$ cat src/host_bridge_consts.svh
`ifndef HOST_BRIDGE_CONSTS_SVH
`define HOST_BRIDGE_CONSTS_SVH
`define CMD_DATA_ADDR 16'h1400
`define CMD_STATUS_ADDR 16'h1800
`define STATUS_PENDING_BIT 0
`define DMA_WINDOW_BIT 15
`define ROM_FIRST 16'h0000
`define ROM_LAST 16'h07FF
`define RAM_FIRST 16'h0800
`define RAM_LAST 16'h09FF
`define SEL_A_FIRST 16'h0C00
`define SEL_A_LAST 16'h0FFF
`define SEL_B_FIRST 16'h1000
`define SEL_B_LAST 16'h13FF
`define SEL_C_FIRST 16'h1C00
`define SEL_C_LAST 16'h1FFF
`define CMD_FIFO_DEPTH 8
`define BYTE_RESET 8'h00
`endif

$ cat src/host_bridge_pkg.sv
package host_bridge_pkg;
  typedef enum logic [1:0] {
    dma_idle,
    dma_request,
    dma_transfer,
    dma_finish
  } dma_state_t;

  typedef struct packed {
    logic [15:0] addr;
    logic [7:0] wdata;
    logic write;
  } dma_access_t;

  typedef struct packed {
    logic rom;
    logic ram;
    logic ext_a;
    logic ext_b;
    logic ext_c;
  } local_selects_t;
endpackage : host_bridge_pkg

$ cat src/host_command_port_dma_window.sv
`timescale 1ns/1ps
`include "host_bridge_consts.svh"

module command_fifo #(
  parameter int WIDTH = 8,
  parameter int DEPTH = 8
) (
  input wire logic clock,
  input wire logic nrst,
  input wire logic in_valid,
  output logic in_ready,
  input wire logic [WIDTH-1:0] in_data,
  output logic out_valid,
  input wire logic out_ready,
  output logic [WIDTH-1:0] out_data
);
  localparam int AW = $clog2(DEPTH);
  localparam logic [AW:0] FULL_COUNT = (AW+1)'(DEPTH);
  localparam logic [AW-1:0] LAST_SLOT = AW'(DEPTH - 1);
  logic [WIDTH-1:0] store [DEPTH];
  logic [AW-1:0] wr_ptr;
  logic [AW-1:0] rd_ptr;
  logic [AW:0] count;
  logic push;
  logic pop;
  logic full;
  logic empty;

  assign full = (count == FULL_COUNT);
  assign empty = (count == '0);
  assign in_ready = !full;
  assign out_valid = !empty;
  assign out_data = store[rd_ptr];
  assign push = in_valid && in_ready;
  assign pop = out_valid && out_ready;

  // Storage has no reset; the pointers and the count alone say which entries are valid.
  always_ff @(posedge clock) begin
    if (push) begin
      store[wr_ptr] <= in_data;
    end
  end

  always_ff @(posedge clock or negedge nrst) begin
    if (!nrst) begin
      wr_ptr <= '0;
    end else if (push) begin
      wr_ptr <= (wr_ptr == LAST_SLOT) ? '0 : wr_ptr + 1'b1;
    end
  end

  always_ff @(posedge clock or negedge nrst) begin
    if (!nrst) begin
      rd_ptr <= '0;
    end else if (pop) begin
      rd_ptr <= (rd_ptr == LAST_SLOT) ? '0 : rd_ptr + 1'b1;
    end
  end

  // A push and a pop in one cycle leave the count alone, so no byte is lost.
  always_ff @(posedge clock or negedge nrst) begin
    if (!nrst) begin
      count <= '0;
    end else if (push && !pop) begin
      count <= count + 1'b1;
    end else if (pop && !push) begin
      count <= count - 1'b1;
    end
  end
endmodule : command_fifo

module host_command_port_dma_window
  import host_bridge_pkg::*;
(
  input wire logic clock,
  input wire logic nrst,
  input wire logic [7:0] port_jumper,
  input wire logic host_io_write,
  input wire logic [7:0] host_io_addr,
  input wire logic [7:0] host_data_out,
  output logic host_cmd_ready,
  output logic host_hold_req,
  input wire logic host_hold_ack,
  input wire logic priority_chain_in,
  output logic priority_chain_out,
  output logic [15:0] dma_addr,
  output logic [7:0] dma_wdata,
  output logic dma_data_oe,
  output logic dma_read,
  output logic dma_write,
  input wire logic dma_done,
  input wire logic [7:0] dma_rdata,
  input wire logic upper_window_force,
  input wire logic [15:0] local_addr,
  input wire logic local_rd,
  input wire logic local_wr,
  input wire logic local_fetch,
  input wire logic [7:0] local_wdata,
  input wire logic local_io_cycle,
  output logic [7:0] local_rdata,
  output logic local_rvalid,
  output logic local_wait,
  output logic rom_select,
  output logic ram_select,
  output logic ext_select_a,
  output logic ext_select_b,
  output logic ext_select_c,
  output logic io_fault
);
  dma_state_t dma_state;
  dma_access_t dma_req;
  local_selects_t sel;
  logic cmd_write;
  logic cmd_valid;
  logic [7:0] cmd_byte;
  logic cmd_pop;
  logic [7:0] last_cmd;
  logic local_access;
  logic window_hit;
  logic dma_start;
  logic dma_owns_bus;
  logic dma_grant;
  logic dma_complete;
  logic cmd_hold;
  logic dma_hold;
  logic local_read;
  logic [7:0] next_rdata;
  logic [4:0] range_hit;

  localparam logic [15:0] RANGE_FIRST [5] = '{
    `ROM_FIRST,
    `RAM_FIRST,
    `SEL_A_FIRST,
    `SEL_B_FIRST,
    `SEL_C_FIRST
  };
  localparam logic [15:0] RANGE_LAST [5] = '{
    `ROM_LAST,
    `RAM_LAST,
    `SEL_A_LAST,
    `SEL_B_LAST,
    `SEL_C_LAST
  };

  // The jumper pattern is the port address directly.
  assign cmd_write = host_io_write && (host_io_addr == port_jumper);
  // An instruction fetch is served exactly like a data read of the same address.
  assign local_read = local_rd || local_fetch;
  assign local_access = local_read || local_wr;
  assign window_hit = local_addr[`DMA_WINDOW_BIT];
  // A window access starts a host cycle only from idle; a strobe still held when the state returns to idle starts another.
  assign dma_start = local_access && window_hit && (dma_state == dma_idle);
  assign cmd_pop = local_read && (local_addr == `CMD_DATA_ADDR) && cmd_valid;

  // Host bytes queue here until the local processor takes them in order.
  command_fifo #(
    .WIDTH(8),
    .DEPTH(`CMD_FIFO_DEPTH)
  ) cmd_fifo (
    .clock(clock),
    .nrst(nrst),
    .in_valid(cmd_write),
    .in_ready(host_cmd_ready),
    .in_data(host_data_out),
    .out_valid(cmd_valid),
    .out_ready(cmd_pop),
    .out_data(cmd_byte)
  );

  // The host stays held while any command awaits the local read.
  assign dma_owns_bus = (dma_state == dma_request) || (dma_state == dma_transfer);
  assign cmd_hold = cmd_valid;
  // A board raises its DMA hold only while no board higher in the chain owns the bus; the command hold ignores the chain.
  assign dma_hold = dma_owns_bus && priority_chain_in;
  assign host_hold_req = cmd_hold || dma_hold;
  assign priority_chain_out = priority_chain_in && !dma_owns_bus;
  assign dma_grant = host_hold_ack && priority_chain_in;
  assign dma_complete = (dma_state == dma_transfer) && dma_done;

  always_ff @(posedge clock or negedge nrst) begin
    if (!nrst) begin
      dma_state <= dma_idle;
    end else begin
      unique case (dma_state)
        dma_idle: begin
          if (dma_start) begin
            dma_state <= dma_request;
          end
        end
        // The request waits for the host's grant with the chain still open to this board.
        dma_request: begin
          if (dma_grant) begin
            dma_state <= dma_transfer;
          end
        end
        // One byte moves per grant; the host runs again once the cycle is done unless a command is still queued.
        dma_transfer: begin
          if (dma_done) begin
            dma_state <= dma_finish;
          end
        end
        dma_finish: begin
          dma_state <= dma_idle;
        end
      endcase
    end
  end

  always_ff @(posedge clock or negedge nrst) begin
    if (!nrst) begin
      dma_req <= '0;
    end else if (dma_start) begin
      dma_req.addr <= {upper_window_force, local_addr[14:0]};
      dma_req.wdata <= local_wdata;
      dma_req.write <= local_wr;
    end
  end

  assign dma_addr = dma_req.addr;
  assign dma_wdata = dma_req.wdata;
  // The data bus is driven only in a write cycle, so a host read never meets a clash.
  always_comb begin
    dma_read = 1'b0;
    dma_write = 1'b0;
    dma_data_oe = 1'b0;
    if (dma_state == dma_transfer) begin
      dma_read = !dma_req.write;
      dma_write = dma_req.write;
      dma_data_oe = dma_req.write;
    end
  end
  // Fetches are served like data reads through the window.
  assign local_wait = (dma_state != dma_idle) || dma_start;

  // The last byte taken is kept, so a read of an empty queue changes nothing.
  always_ff @(posedge clock or negedge nrst) begin
    if (!nrst) begin
      last_cmd <= `BYTE_RESET;
    end else if (cmd_pop) begin
      last_cmd <= cmd_byte;
    end
  end

  // A command read gives the oldest queued byte, or the last one taken when none waits.
  always_comb begin
    next_rdata = `BYTE_RESET;
    if (local_addr == `CMD_DATA_ADDR) begin
      next_rdata = cmd_valid ? cmd_byte : last_cmd;
    end else if (local_addr == `CMD_STATUS_ADDR) begin
      next_rdata[`STATUS_PENDING_BIT] = cmd_valid;
    end
  end

  always_ff @(posedge clock or negedge nrst) begin
    if (!nrst) begin
      local_rdata <= `BYTE_RESET;
    end else if (dma_complete && !dma_req.write) begin
      local_rdata <= dma_rdata;
    end else if (local_read && !window_hit) begin
      local_rdata <= next_rdata;
    end
  end

  // The valid pulse marks one read result per access, whichever path served it.
  always_ff @(posedge clock or negedge nrst) begin
    if (!nrst) begin
      local_rvalid <= 1'b0;
    end else if (dma_complete) begin
      local_rvalid <= !dma_req.write;
    end else begin
      local_rvalid <= local_read && !window_hit;
    end
  end

  // Each decoded range has its own comparator pair; the window half selects nothing.
  for (genvar r = 0; r < 5; r++) begin : g_range
    logic in_range;
    assign in_range = (local_addr >= RANGE_FIRST[r]) && (local_addr <= RANGE_LAST[r]);
    assign range_hit[4 - r] = local_access && !window_hit && in_range;
  end

  assign sel = local_selects_t'(range_hit);

  assign rom_select = sel.rom;
  assign ram_select = sel.ram;
  assign ext_select_a = sel.ext_a;
  assign ext_select_b = sel.ext_b;
  assign ext_select_c = sel.ext_c;

  // An isolated I/O cycle from local firmware is latched as a fault.
  always_ff @(posedge clock or negedge nrst) begin
    if (!nrst) begin
      io_fault <= 1'b0;
    end else if (local_io_cycle) begin
      io_fault <= 1'b1;
    end
  end

endmodule : host_command_port_dma_window

$ cat config.mk
export PLATFORM = sky130hd
export DESIGN_NAME = host_command_port_dma_window
export DESIGN_NICKNAME = d
export VERILOG_FILES = /design/src/host_bridge_pkg.sv /design/src/host_command_port_dma_window.sv
export VERILOG_INCLUDE_DIRS = /design/src
export SDC_FILE = /design/constraint.sdc
export NUM_CORES = 1
export LEC_CHECK = 0
export ABC_AREA = 1
export BUFFER_PORTS_ARGS = -buffer_cell sky130_fd_sc_hd__buf_2
export CAP_MARGIN = 20
export CORE_MARGIN = 4
export CORE_UTILIZATION = 30
export DETAILED_ROUTE_END_ITERATION = 10
export GPL_TIMING_DRIVEN = 1
export SLEW_MARGIN = 20
export SYNTH_ARGS = -nofsm -noshare
export SYNTH_HDL_FRONTEND = slang
export SYNTH_SLANG_ARGS = --single-unit
$ cat constraint.sdc
create_clock -name clock -period 3.32 [get_ports clock]
set_clock_uncertainty 0.2 [all_clocks]
set_input_delay 0.332 -clock clock [delete_from_list [all_inputs] [get_ports clock]]
set_output_delay 0.332 -clock clock [all_outputs]
set_load 0.005 [all_outputs]
# Word level (Yosys, flattened, before mapping)
# Memory sizes are Yosys's and may differ from the RTL's.
# Cells that the tools add are included.
# Widths: inputs -> output; s select.
# classes
reduce_logical	44
muxes	19
n_eq_ne	12
n_lt_le_gt_ge	10
n_addsub	4
# op_table
operator	count
$eq 16x13->1 const B	2
$ge 16x12->1 const B	2
$ge 16x13->1 const B	2
$le 16x12->1 const B	2
$le 16x13->1 const B	2
$logic_and 1x1->1	26
$mux 8	3
$ge 16x1->1 const B	1
$le 16x11->1 const B	1
$eq 8x8->1	1
$mux 4	2
$pmux 2 s4	1
$logic_not 1->1	7
$mux 1	7
$mux 7	1
$add 3x1->3 const B	2
$eq 3x3->1 const B	2
$mux 2	3
$mux 3	2
$ne 2x2->1 const B	3
$reduce_bool 2->1	3
$logic_or 1x1->1	5
$add 4x1->4 const B	1
$eq 2x2->1 const B	2
6 further kinds	6
# totals
reg_bits	55
inputBits	67
ram_bits	64
mem_count	1
output_inout_bits	46
# mem_list
memory	words	word_bits	read_ports	rd_clocked_by_memory_dff	write_ports	line	source
cmd_fifo.store	8	8	1	0	1	host_command_port_dma_window.sv:20	logic [WIDTH-1:0] store [DEPTH];

# Depth between registers and ports, before layout
# Gate-level depths: netlist of the first run.
# depth
depth_word	7
depth_mapped	16
ltp_nobuf	16

# Hierarchy
# Synthesis of the first run repeated with hierarchy kept, for this count alone.
# hier_totals
cells_unflattened	582
hier_area_um2	5696.7
# modules_own_cells
module	area_each_um2	seq_area_each_um2	cells_each	n_inst
command_fifo	3256.9	2172.1	300	1
host_command_port_dma_window	2439.8	1126.1	282	1

# Worst setup path before layout of the first run
# Ideal clock, no wire load.
# synth_timing
path_kind	reg-to-reg
startpoint	register cmd_fifo.count[0]
endpoint	register cmd_fifo.count[3]
synth_period_minus_slack_ns	2.477
t_required_ns	3.055
setup_time_ns	0.065
slack_ns	0.843
arrival_time_ns	2.212
path_stages_with_launch	14
cell_sequence	dfrtp_1 nor2_1 nand3_1 buf_4 buf_6 nand4_1 ha_1 inv_1 ha_1 a21o_1 a31oi_1 xor2_1 nand2_1 nand2_1
# synth_between
elab_chain_len	7
word_cells_on_any_way	16
# synth_lines
element	line	source
start, declared	host_command_port_dma_window.sv:23	logic [AW:0] count;
start signal, assigned	host_command_port_dma_window.sv:65	count <= count + 1'b1;
start signal, assigned	host_command_port_dma_window.sv:67	count <= count - 1'b1;
parallel branches: the longest is 7 deep, another holds $sub 4x1->4	-	
# Parallel ways; which one is timed is not known. The select of a mux whose other input is x is not followed.
# A chain may end at the register's enable or synchronous reset.

# Final worst setup path of the first run
# layout_timing
startpoint	input port local_addr[9]
endpoint	register cmd_fifo.count[3]
# layout_between
elab_chain_len	7
word_cells_on_any_way	9
# layout_lines
element	line	source
start, declared	host_command_port_dma_window.sv:94	input wire logic [15:0] local_addr,
$eq 16x13->1 (no source line) (*)	-	
$logic_and 1x1->1 (*) (2 in series)	host_command_port_dma_window.sv:153	assign cmd_pop = local_read && (local_addr == `CMD_DATA_ADDR) && cmd_valid;
$logic_and 1x1->1 (*)	host_command_port_dma_window.sv:35	assign pop = out_valid && out_ready;
$logic_not 1->1	host_command_port_dma_window.sv:64	end else if (push && !pop) begin
$logic_and 1x1->1	host_command_port_dma_window.sv:64	
$mux 4 or $reduce_bool 2->1 (tied branches)	-	
# Every way passes the cells marked *; elsewhere a longest branch is shown, timed or not.

==> results of run 1 <==
[critical path: stages]
cell,delay (ns)
dlygate4sd3_1,0.54
buf_2,0.14
nor2_1,0.15
nand3_1,0.10
nor2_1,0.26
nand4_1,0.18
ha_1,0.24
inv_1,0.11
ha_1,0.28
a21o_1,0.19
a31oi_1,0.18
xor2_1,0.16
nand2_1,0.06
nand2_1,0.05
[kinds of logic (layout without fill, tap and decap cells)]
kind of cell	Yosys count	in the layout	synth area share, %
muxes	18	18	3.52
xor gates and xnor gates	7	7	1.06
and+or+nand+nor	237	237	17.7
buffers and inverters	99	237	9.41
AOI/OAI and AO/OA	77	77	8.47
DFF	119	119	57.3
adders and majority gates	11	11	2.52
[through the flow]
| stage | instances | total power (uW) | utilization (%) | instance area, um2 |
|---|---|---|---|---|
| CTS | 940 | 4790 | 38.6 | 7240 |
| global route | 940 | 5020 | 38.6 | 7240 |
| detailed placement | 883 | 2860 | 34.0 | 6370 |
| global placement | 883 | 2840 | 34.0 | 6370 |
| finish | 940 | 4740 | 38.6 | 7240 |
| floorplan | 568 | 2680 | - | 5760 |
[per-layer routing]
metal | vias up | track usage (%) | routed length (um)
li1 | 2114 | - | -
met4 | 0 | 3.81 | 156
met2 | 108 | 20.5 | 5890
met3 | 11 | 4.38 | 752
met1 | 1912 | 14.6 | 5670
met5 | - | 0 | 0
[cell usage after synthesis (all sizes together)]
cell type  count  share of area [%]
o21ai         49                4.7
nor3           5               0.43
dfrtp         55                 24
clkinv         1              0.065
edfxtp        64                 33
nand4          5               0.80
a31oi          1               0.11
nor3b          6               0.78
fa             1               0.35
nor2          94                6.4
and2           2               0.22
ha            10                2.2
a21oi          5               0.63
xnor2          5               0.76
clkbuf         1              0.065
nor4           1               0.11
buf           43                5.8
o21bai         1               0.13
nand3         20                1.9
a21o           1               0.13
o211ai        13                1.7
a22o           7                1.1
xor2           2               0.30
mux2          18                3.5
or2            4               0.43
inv           54                3.5
nand2         99                6.5
nand3b         1               0.13
[worst paths after layout]
check | startpoint | to | slack (ns) | cells past startpoint
max in group asynchronous | nrst | io_fault | 2.04 | 3
min in group asynchronous | nrst | local_rdata[6] | 0.38 | 3
setup reg to reg | cmd_fifo.count[0] | cmd_fifo.count[3] | 0.65 | 15
setup / recovery | local_addr[9] | cmd_fifo.count[3] | 0.50 | 14
hold / removal | host_data_out[3] | cmd_fifo.store[4][3] | 0.01 | 1
hold reg to reg | io_fault | io_fault | 0.27 | 1
[cell type report]
type,count,area [um2]
clock buffers,17,425
clock inverters,15,189
fillers,1834,11500
inverters,55,206
multi-input cells,350,1920
flip-flops and latches,119,3300
well taps,234,293
repair buffers,150,908
[flip-flops by register name (all words and copies together), names as in the netlist, 3 cells and up]
name	count
dma_wdata	8
dma_addr	16
local_rdata	8
cmd_fifo.store	64
cmd_fifo.rd_ptr	3
cmd_fifo.wr_ptr	3
last_cmd	8
cmd_fifo.count	4
[power by group through the flow]
stage | Combinational [uW] | Sequential (uW) | Clock, uW
after floorplan | 773 | 1900 | 0
final | 943 | 1900 | 1900
after detailed placement | 929 | 1930 | 0
after global placement | 920 | 1920 | 0
after CTS | 958 | 1900 | 1930
after global routing | 1080 | 1930 | 2010
[repair_timing]
item / CTS / global route
hold endpoints to repair: 106 / 0
gates resized for setup: 0 / 0
hold buffers: 25 / 0
==> impl_results.md, run 1 <==
* Boundary pin count at 113
* Req. time, crit path at 3.47 ns
* WL final at 12500 um
* Commonest non-fill, non-tap cell in the layout: buf_2
* CORE AREA at 18800 um2
* Worst-margin pin slew at 0.719 ns
* Setup CP Type: in2reg
* Via Count at 4145
* Synth cell types at 40
* Worst hold slack at 0.0105 ns
* Final worst setup slack at 0.495 ns
* Peak supply drop at 0.274 mV
* RePlAce Congestion at 0.773
* Mapped Nets at 646
* #FFs+latches synth at 119
* Clk_lat worst skew at 0.41 ns
* Post-Syn Area at 5760 um2
* Sw Ratio at 27.4%
* DPL Wire Length at 8410 um
* Clock network fraction of total power at 40.0%
* Synthesized area per cell at 10.1 um2
* Root Driver: clkbuf_16
* Post-route ant nets at 0
* Count of final hold-check violations at 0
* Number of global-route vias before repair at 4230
* Worst setup EP type: flip-flop
* Layout cell share with drive strength beyond 1 at 28.2%
* Fmax at 354 MHz
* Synth warnings at 0
* Combinational share of power at 19.9%
* Maxcap violations at 0
* Final #Nets at 771
* Setup crit start kind: primary input
* First-pass GRT wire length at 20800 um
* CTS tree: done
* Pre-CTS setup slack at 0.619 ns
* H-tree level count at 4
* Tmin final at 2.82 ns
* Crit path max fanout at 4
* Post-CTS Repair Setup Buffers at 0
* GRT overflow at 0
* Iter 0 DRT Violations at 109
* Final setup viols at 0
* I/O Buffers at 112
* Switch Pwr at 1300 uW
* Clk buf depth at 2
* Largest net degree at the start of global routing at 56
* Leak at 0.00327 uW
* Status: finished clean
* Drt drc at 0
* Num CTS Buffers at 17
* Die Span Y at 147 um
* First-pass iteration count of the detailed router at 4
* CTS clk-pin slew, worst paths at 0.06 ns
* Pint at 3440 uW
* RSZ-0062 raised after global routing: false
* Synthesis-to-layout area growth at 25.7%
* Die area at 21500 um2
* Final setup TNS at 0 ns
* Global-route usage over all layers at 12.2%
* Crit path DAT at 2.97 ns
* Hold Crit Class: in2reg
* Power share of the sequential group at 40.1%
* Die X at 147 um
* Avg WL per Cell at 13.3 um
* Relative slew slack at 52.1%
* Final period util at 85.1%
* Final Max Tran Viols at 0
* Routed vias/inst at 4.41
* Starting Density at 30.7%
* Sequential fraction of the synthesis area at 57.3%
* Antenna violations before repair at 0
* Ant. Diodes at 0
* Most frequent cells in the layout: 112 x buf_2, 98 x nand2_1, 89 x nor2_1
* Power Density at 654 nW/um2
* Std-Cell Rows at 50
* Clk sink count at 119
* Post-Syn Instances at 568
(Power assumes the default switching activity.)
==> run 2: changes to the inputs <==
--- a/config.mk
+++ b/config.mk
@@ -6,11 +6,11 @@
 export SDC_FILE = /design/constraint.sdc
 export NUM_CORES = 1
 export LEC_CHECK = 0
-export ABC_AREA = 1
 export BUFFER_PORTS_ARGS = -buffer_cell sky130_fd_sc_hd__buf_2
 export CAP_MARGIN = 20
 export CORE_MARGIN = 4
 export CORE_UTILIZATION = 30
+export CTS_CLUSTER_SIZE = 10
 export DETAILED_ROUTE_END_ITERATION = 10
 export GPL_TIMING_DRIVEN = 1
 export SLEW_MARGIN = 20
==> run 2 against run 1 <==
Against the previous run: register-to-register slack got worse by 0.27 ns; power decreased by 3.4%; clock-buffer cell count increased by 1; die area decreased by 7.0%; cell area decreased by 4.9%; clock power decreased by 5%; final cell count decreased by 23%; critical endpoint unchanged; highest routed layer unchanged.
==> impl_results.md, run 2 <==
* Fmax at 326 MHz (-7.9%)
* Layout Cells excl Fill at 722 (-23%)
* Num CTS Buffers at 17 (unchanged)
* Reg with most FFs: cmd_fifo.store
* Cell Chain, Critical Path: dlygate4sd3_1 > buf_2 > nor4_1 > nand3_1 > nor3_4 > inv_1 > ha_1 > inv_1 > ha_1 > a21o_1 > a21oi_1 > xnor2_1 > nor2_1 > xor2_1
* Antenna violations before repair at 0 (unchanged)
* Std-Cell Rows at 48 (-4.0%)
* Routed vias/inst at 4.62 (+4.8%)
* Terminus of the critical flop-to-flop path: cmd_fifo.count[3]
* Sw Ratio at 25.3% (-2.1 points)
* Synth warnings at 0 (unchanged)
* Crit path max fanout at 5 (+1)
* CTS tree: done
* Simple-Gate Fraction of Synth Area at 8.16% (-9.6 points)
* Register area at 3300 um2 (unchanged)
* Post-Syn Area at 5330 um2 (-7.4%)
* Mux cell area share after synthesis at 15.4% (+12 points)
* Die area at 20000 um2 (-7.0%)
* FF-to-FF setup slack at 0.38 ns (-0.27 ns)
* Most instantiated library cell after synthesis: edfxtp_1
* Die Span Y at 141 um (-3.6%)
* Post-synth ARST share at 46.2% (unchanged)
* Boundary pin count at 113 (unchanged)
* Placed cells at 658 (-25%)
* Clk buf depth at 2 (unchanged)
* Status: finished clean
* CTS clk-pin slew, worst paths at 0.05 ns (about the same)
* Cts repair resizes at 0 (unchanged)
* GRT overflow at 0 (unchanged)
* First-pass iteration count of the detailed router at 4 (unchanged)
* Maxcap violations at 0 (unchanged)
* Fill cell count at 1594 (-13%)
* Combinational family with the most area after synthesis: multiplexers
* Global-route usage over all layers at 12.2% (about the same)
* Ranking of synthesized cells by instance count: 64 x edfxtp_1, 55 x dfrtp_1, 31 x mux2_2
* Min-Delay Startpoint: local_addr[14]
* #FFs+latches synth at 119 (unchanged)
* Starting Density at 30.7% (+0.044 points)
* Final setup TNS at 0 ns (unchanged)
* Hold Path End: dma_addr[14]
* Slowest cell on crit path: dlygate4sd3_1
* Number of synthesized flops with an enable pin at 64 (unchanged)
* Drt drc at 0 (unchanged)
* Synthesis-to-layout area growth at 29.0%
* Number of flip-flops in the largest register at 64 (unchanged)
* Worst setup EP type: flip-flop
* Post-Synth Adder-Cell Area at 2.72% (+0.20 points)
* Area leader, netlist: edfxtp_1
* Combinational share of power at 19.1% (-0.8 points)
* Ant. Diodes at 0 (unchanged)
* Req. time, crit path at 3.41 ns (-0.06 ns)
* Final Max Tran Viols at 0 (unchanged)
* WL final at 12000 um (-3.8%)
* Power Density at 665 nW/um2 (+1.6%)
* DPL Wire Length at 8350 um (-0.61%)
* H-tree level count at 4 (unchanged)
* Largest net degree at the start of global routing at 31 (-45%)
* I/O Buffers at 112 (unchanged)
* Crit path DAT at 3.15 ns (+0.18 ns)
* Cell depth of the worst flop-to-flop path at 12 (-3)
* Final setup viols at 0 (unchanged)
* Via Count at 3338 (-19%)
* Synthesized area per cell at 15.2 um2 (+50%)
* Iter 0 DRT Violations at 189 (+73%)
* Mapped Nets at 428 (-34%)
* Switch Pwr at 1160 uW (-11%)
* Synth area leaders: edfxtp_1 36%, dfrtp_1 26%, mux2_2 6.5%
* XOR/XNOR share of the synthesized area at 1.97% (+0.91 points)
* Post-CTS Repair Setup Buffers at 0 (unchanged)
* Peak supply drop at 0.384 mV (+40%)
* Hold Crit Class: in2reg
* Tmin final at 3.07 ns (+0.242 ns)
* Layout cell share with drive strength beyond 1 at 41.9% (+14 points)
* Relative slew slack at 49.1% (-2.9 points)
* Avg WL per Cell at 16.6 um (+25%)
* Sequential fraction of the synthesis area at 61.8% (+4.6 points)
* Clk sink count at 119 (unchanged)
* Power share of the sequential group at 41.3% (+1.2 points)
* Worst-margin pin slew at 0.756 ns (+0.0369 ns)
* Synth Area in Compound Gates at 4.76% (-3.7 points)
* Number of global-route vias before repair at 3525 (-17%)
* Clock network fraction of total power at 39.6% (-0.4 points)
* RSZ-0062 raised after global routing: false
* RePlAce Congestion at 0.829 (+7.2%)
* Setup crit start kind: primary input
* Commonest non-fill, non-tap cell in the layout: buf_2
* Area of the multi-input gates at 1760 um2 (-8.3%)
* CP max stage delay at 0.53 ns (about the same)
* Count of final hold-check violations at 0 (unchanged)
* Final period util at 92.4% (+7.3 points)
* Post-route ant nets at 0 (unchanged)
* Hold Crit Depth at 2 (+1)
* Post-synth top area share at 36.0% (+2.7 points)
* First-pass GRT wire length at 18600 um (-10%)
* Worst hold slack at 0.0115 ns (+0.000957 ns)
* Pint at 3420 uW (-0.61%)
* Root Driver: clkbuf_16
* Critical R2R Launch: cmd_fifo.count[0]
* Final #Nets at 562 (-27%)
* Leak at 0.00283 uW (-13%)
* Top FF cell, synth: edfxtp_1
* Setup CP Type: in2reg
* Post-Syn Instances at 350 (-38%)
* CORE AREA at 17400 um2 (-7.5%)
* Clk_lat worst skew at 0.41 ns (about the same)
* Most frequent cells in the layout: 112 x buf_2, 64 x edfxtp_1, 55 x dfrtp_1
* Synth cell types at 53 (+33%)
* Die X at 141 um (-3.6%)
-- run 2: kinds of logic (layout without fill, tap and decap cells) --
| group | Yosys count | after routing |
|---|---|---|
| adders and majority gates | 11 | 11 |
| and+or+nand+nor | 69 | 69 |
| buffers and inverters | 42 | 189 |
| xor gates and xnor gates | 12 | 12 |
| AOI/OAI and AO/OA | 40 | 40 |
| DFF | 119 | 119 |
| muxes | 57 | 57 |
-- run 2: worst max-delay path by stage --
stage	from	to	depth (start not counted)
finish	local_addr[1]	cmd_fifo.count[3]	14
global placement	local_addr[1]	cmd_fifo.count[3]	13
detailed placement	local_addr[1]	cmd_fifo.count[3]	13
floorplan	cmd_fifo.count[0]	cmd_fifo.count[3]	13
CTS	local_addr[1]	cmd_fifo.count[3]	14
global route	local_addr[1]	cmd_fifo.count[3]	14
-- run 2: area by class of cell --
cell class,instances,area share [%]
Clock buffer,18,6.24
Sequential cell,119,47.9
Multi-Input combinational cell,189,25.6
Inverter,6,0.327
Clock inverter,14,2.29
Timing Repair Buffer,151,13.6
Tap cell,225,4.09
-- run 2: what timing repair did --
item / 4_1_cts / 5_1_grt
hold buffers: 32 / 0
endpoints found under the hold margin: 106 / 0
setup endpoints to repair: 0 / 0
-- run 2: critical path, delay by kind of cell --
family | cells | cell delay, ns
simple gates | 4 | 0.88
buf+inv | 4 | 0.85
fa+ha+maj | 2 | 0.47
compound gates | 2 | 0.33
xor+xnor | 2 | 0.29
-- run 2: per-layer routing --
metal  vias to the layer above  wire length, um  GRT usage (%)
met5                         -                0              0
met4                         0              191           4.39
met3                        17              847           3.88
met2                       107             5780           20.1
met1                      1644             5180           15.0
li1                       1570                -              -
-- run 2: per-stage QoR --
step | util, % | setup WS, ns | cell area, um2 | total power (uW)
6_report | 39.7 | 0.253 | 6880 | 4580
5_1_grt | 39.7 | 0.0601 | 6880 | 4790
4_1_cts | 39.7 | 0.257 | 6880 | 4630
3_5_place_dp | 34.4 | 0.381 | 5980 | 2780
3_3_place_gp | 34.4 | 0.433 | 5980 | 2740
2_1_floorplan | - | 0.350 | 5330 | 2570
-- run 2: power by group through the flow --
| stage | Combinational (uW) | Clock, uW | Sequential, uW |
|---|---|---|---|
| after floorplan | 685 | 0 | 1890 |
| after global placement | 841 | 0 | 1900 |
| after detailed placement | 858 | 0 | 1920 |
| after CTS | 890 | 1850 | 1890 |
| after global routing | 966 | 1910 | 1910 |
| final | 873 | 1810 | 1890 |
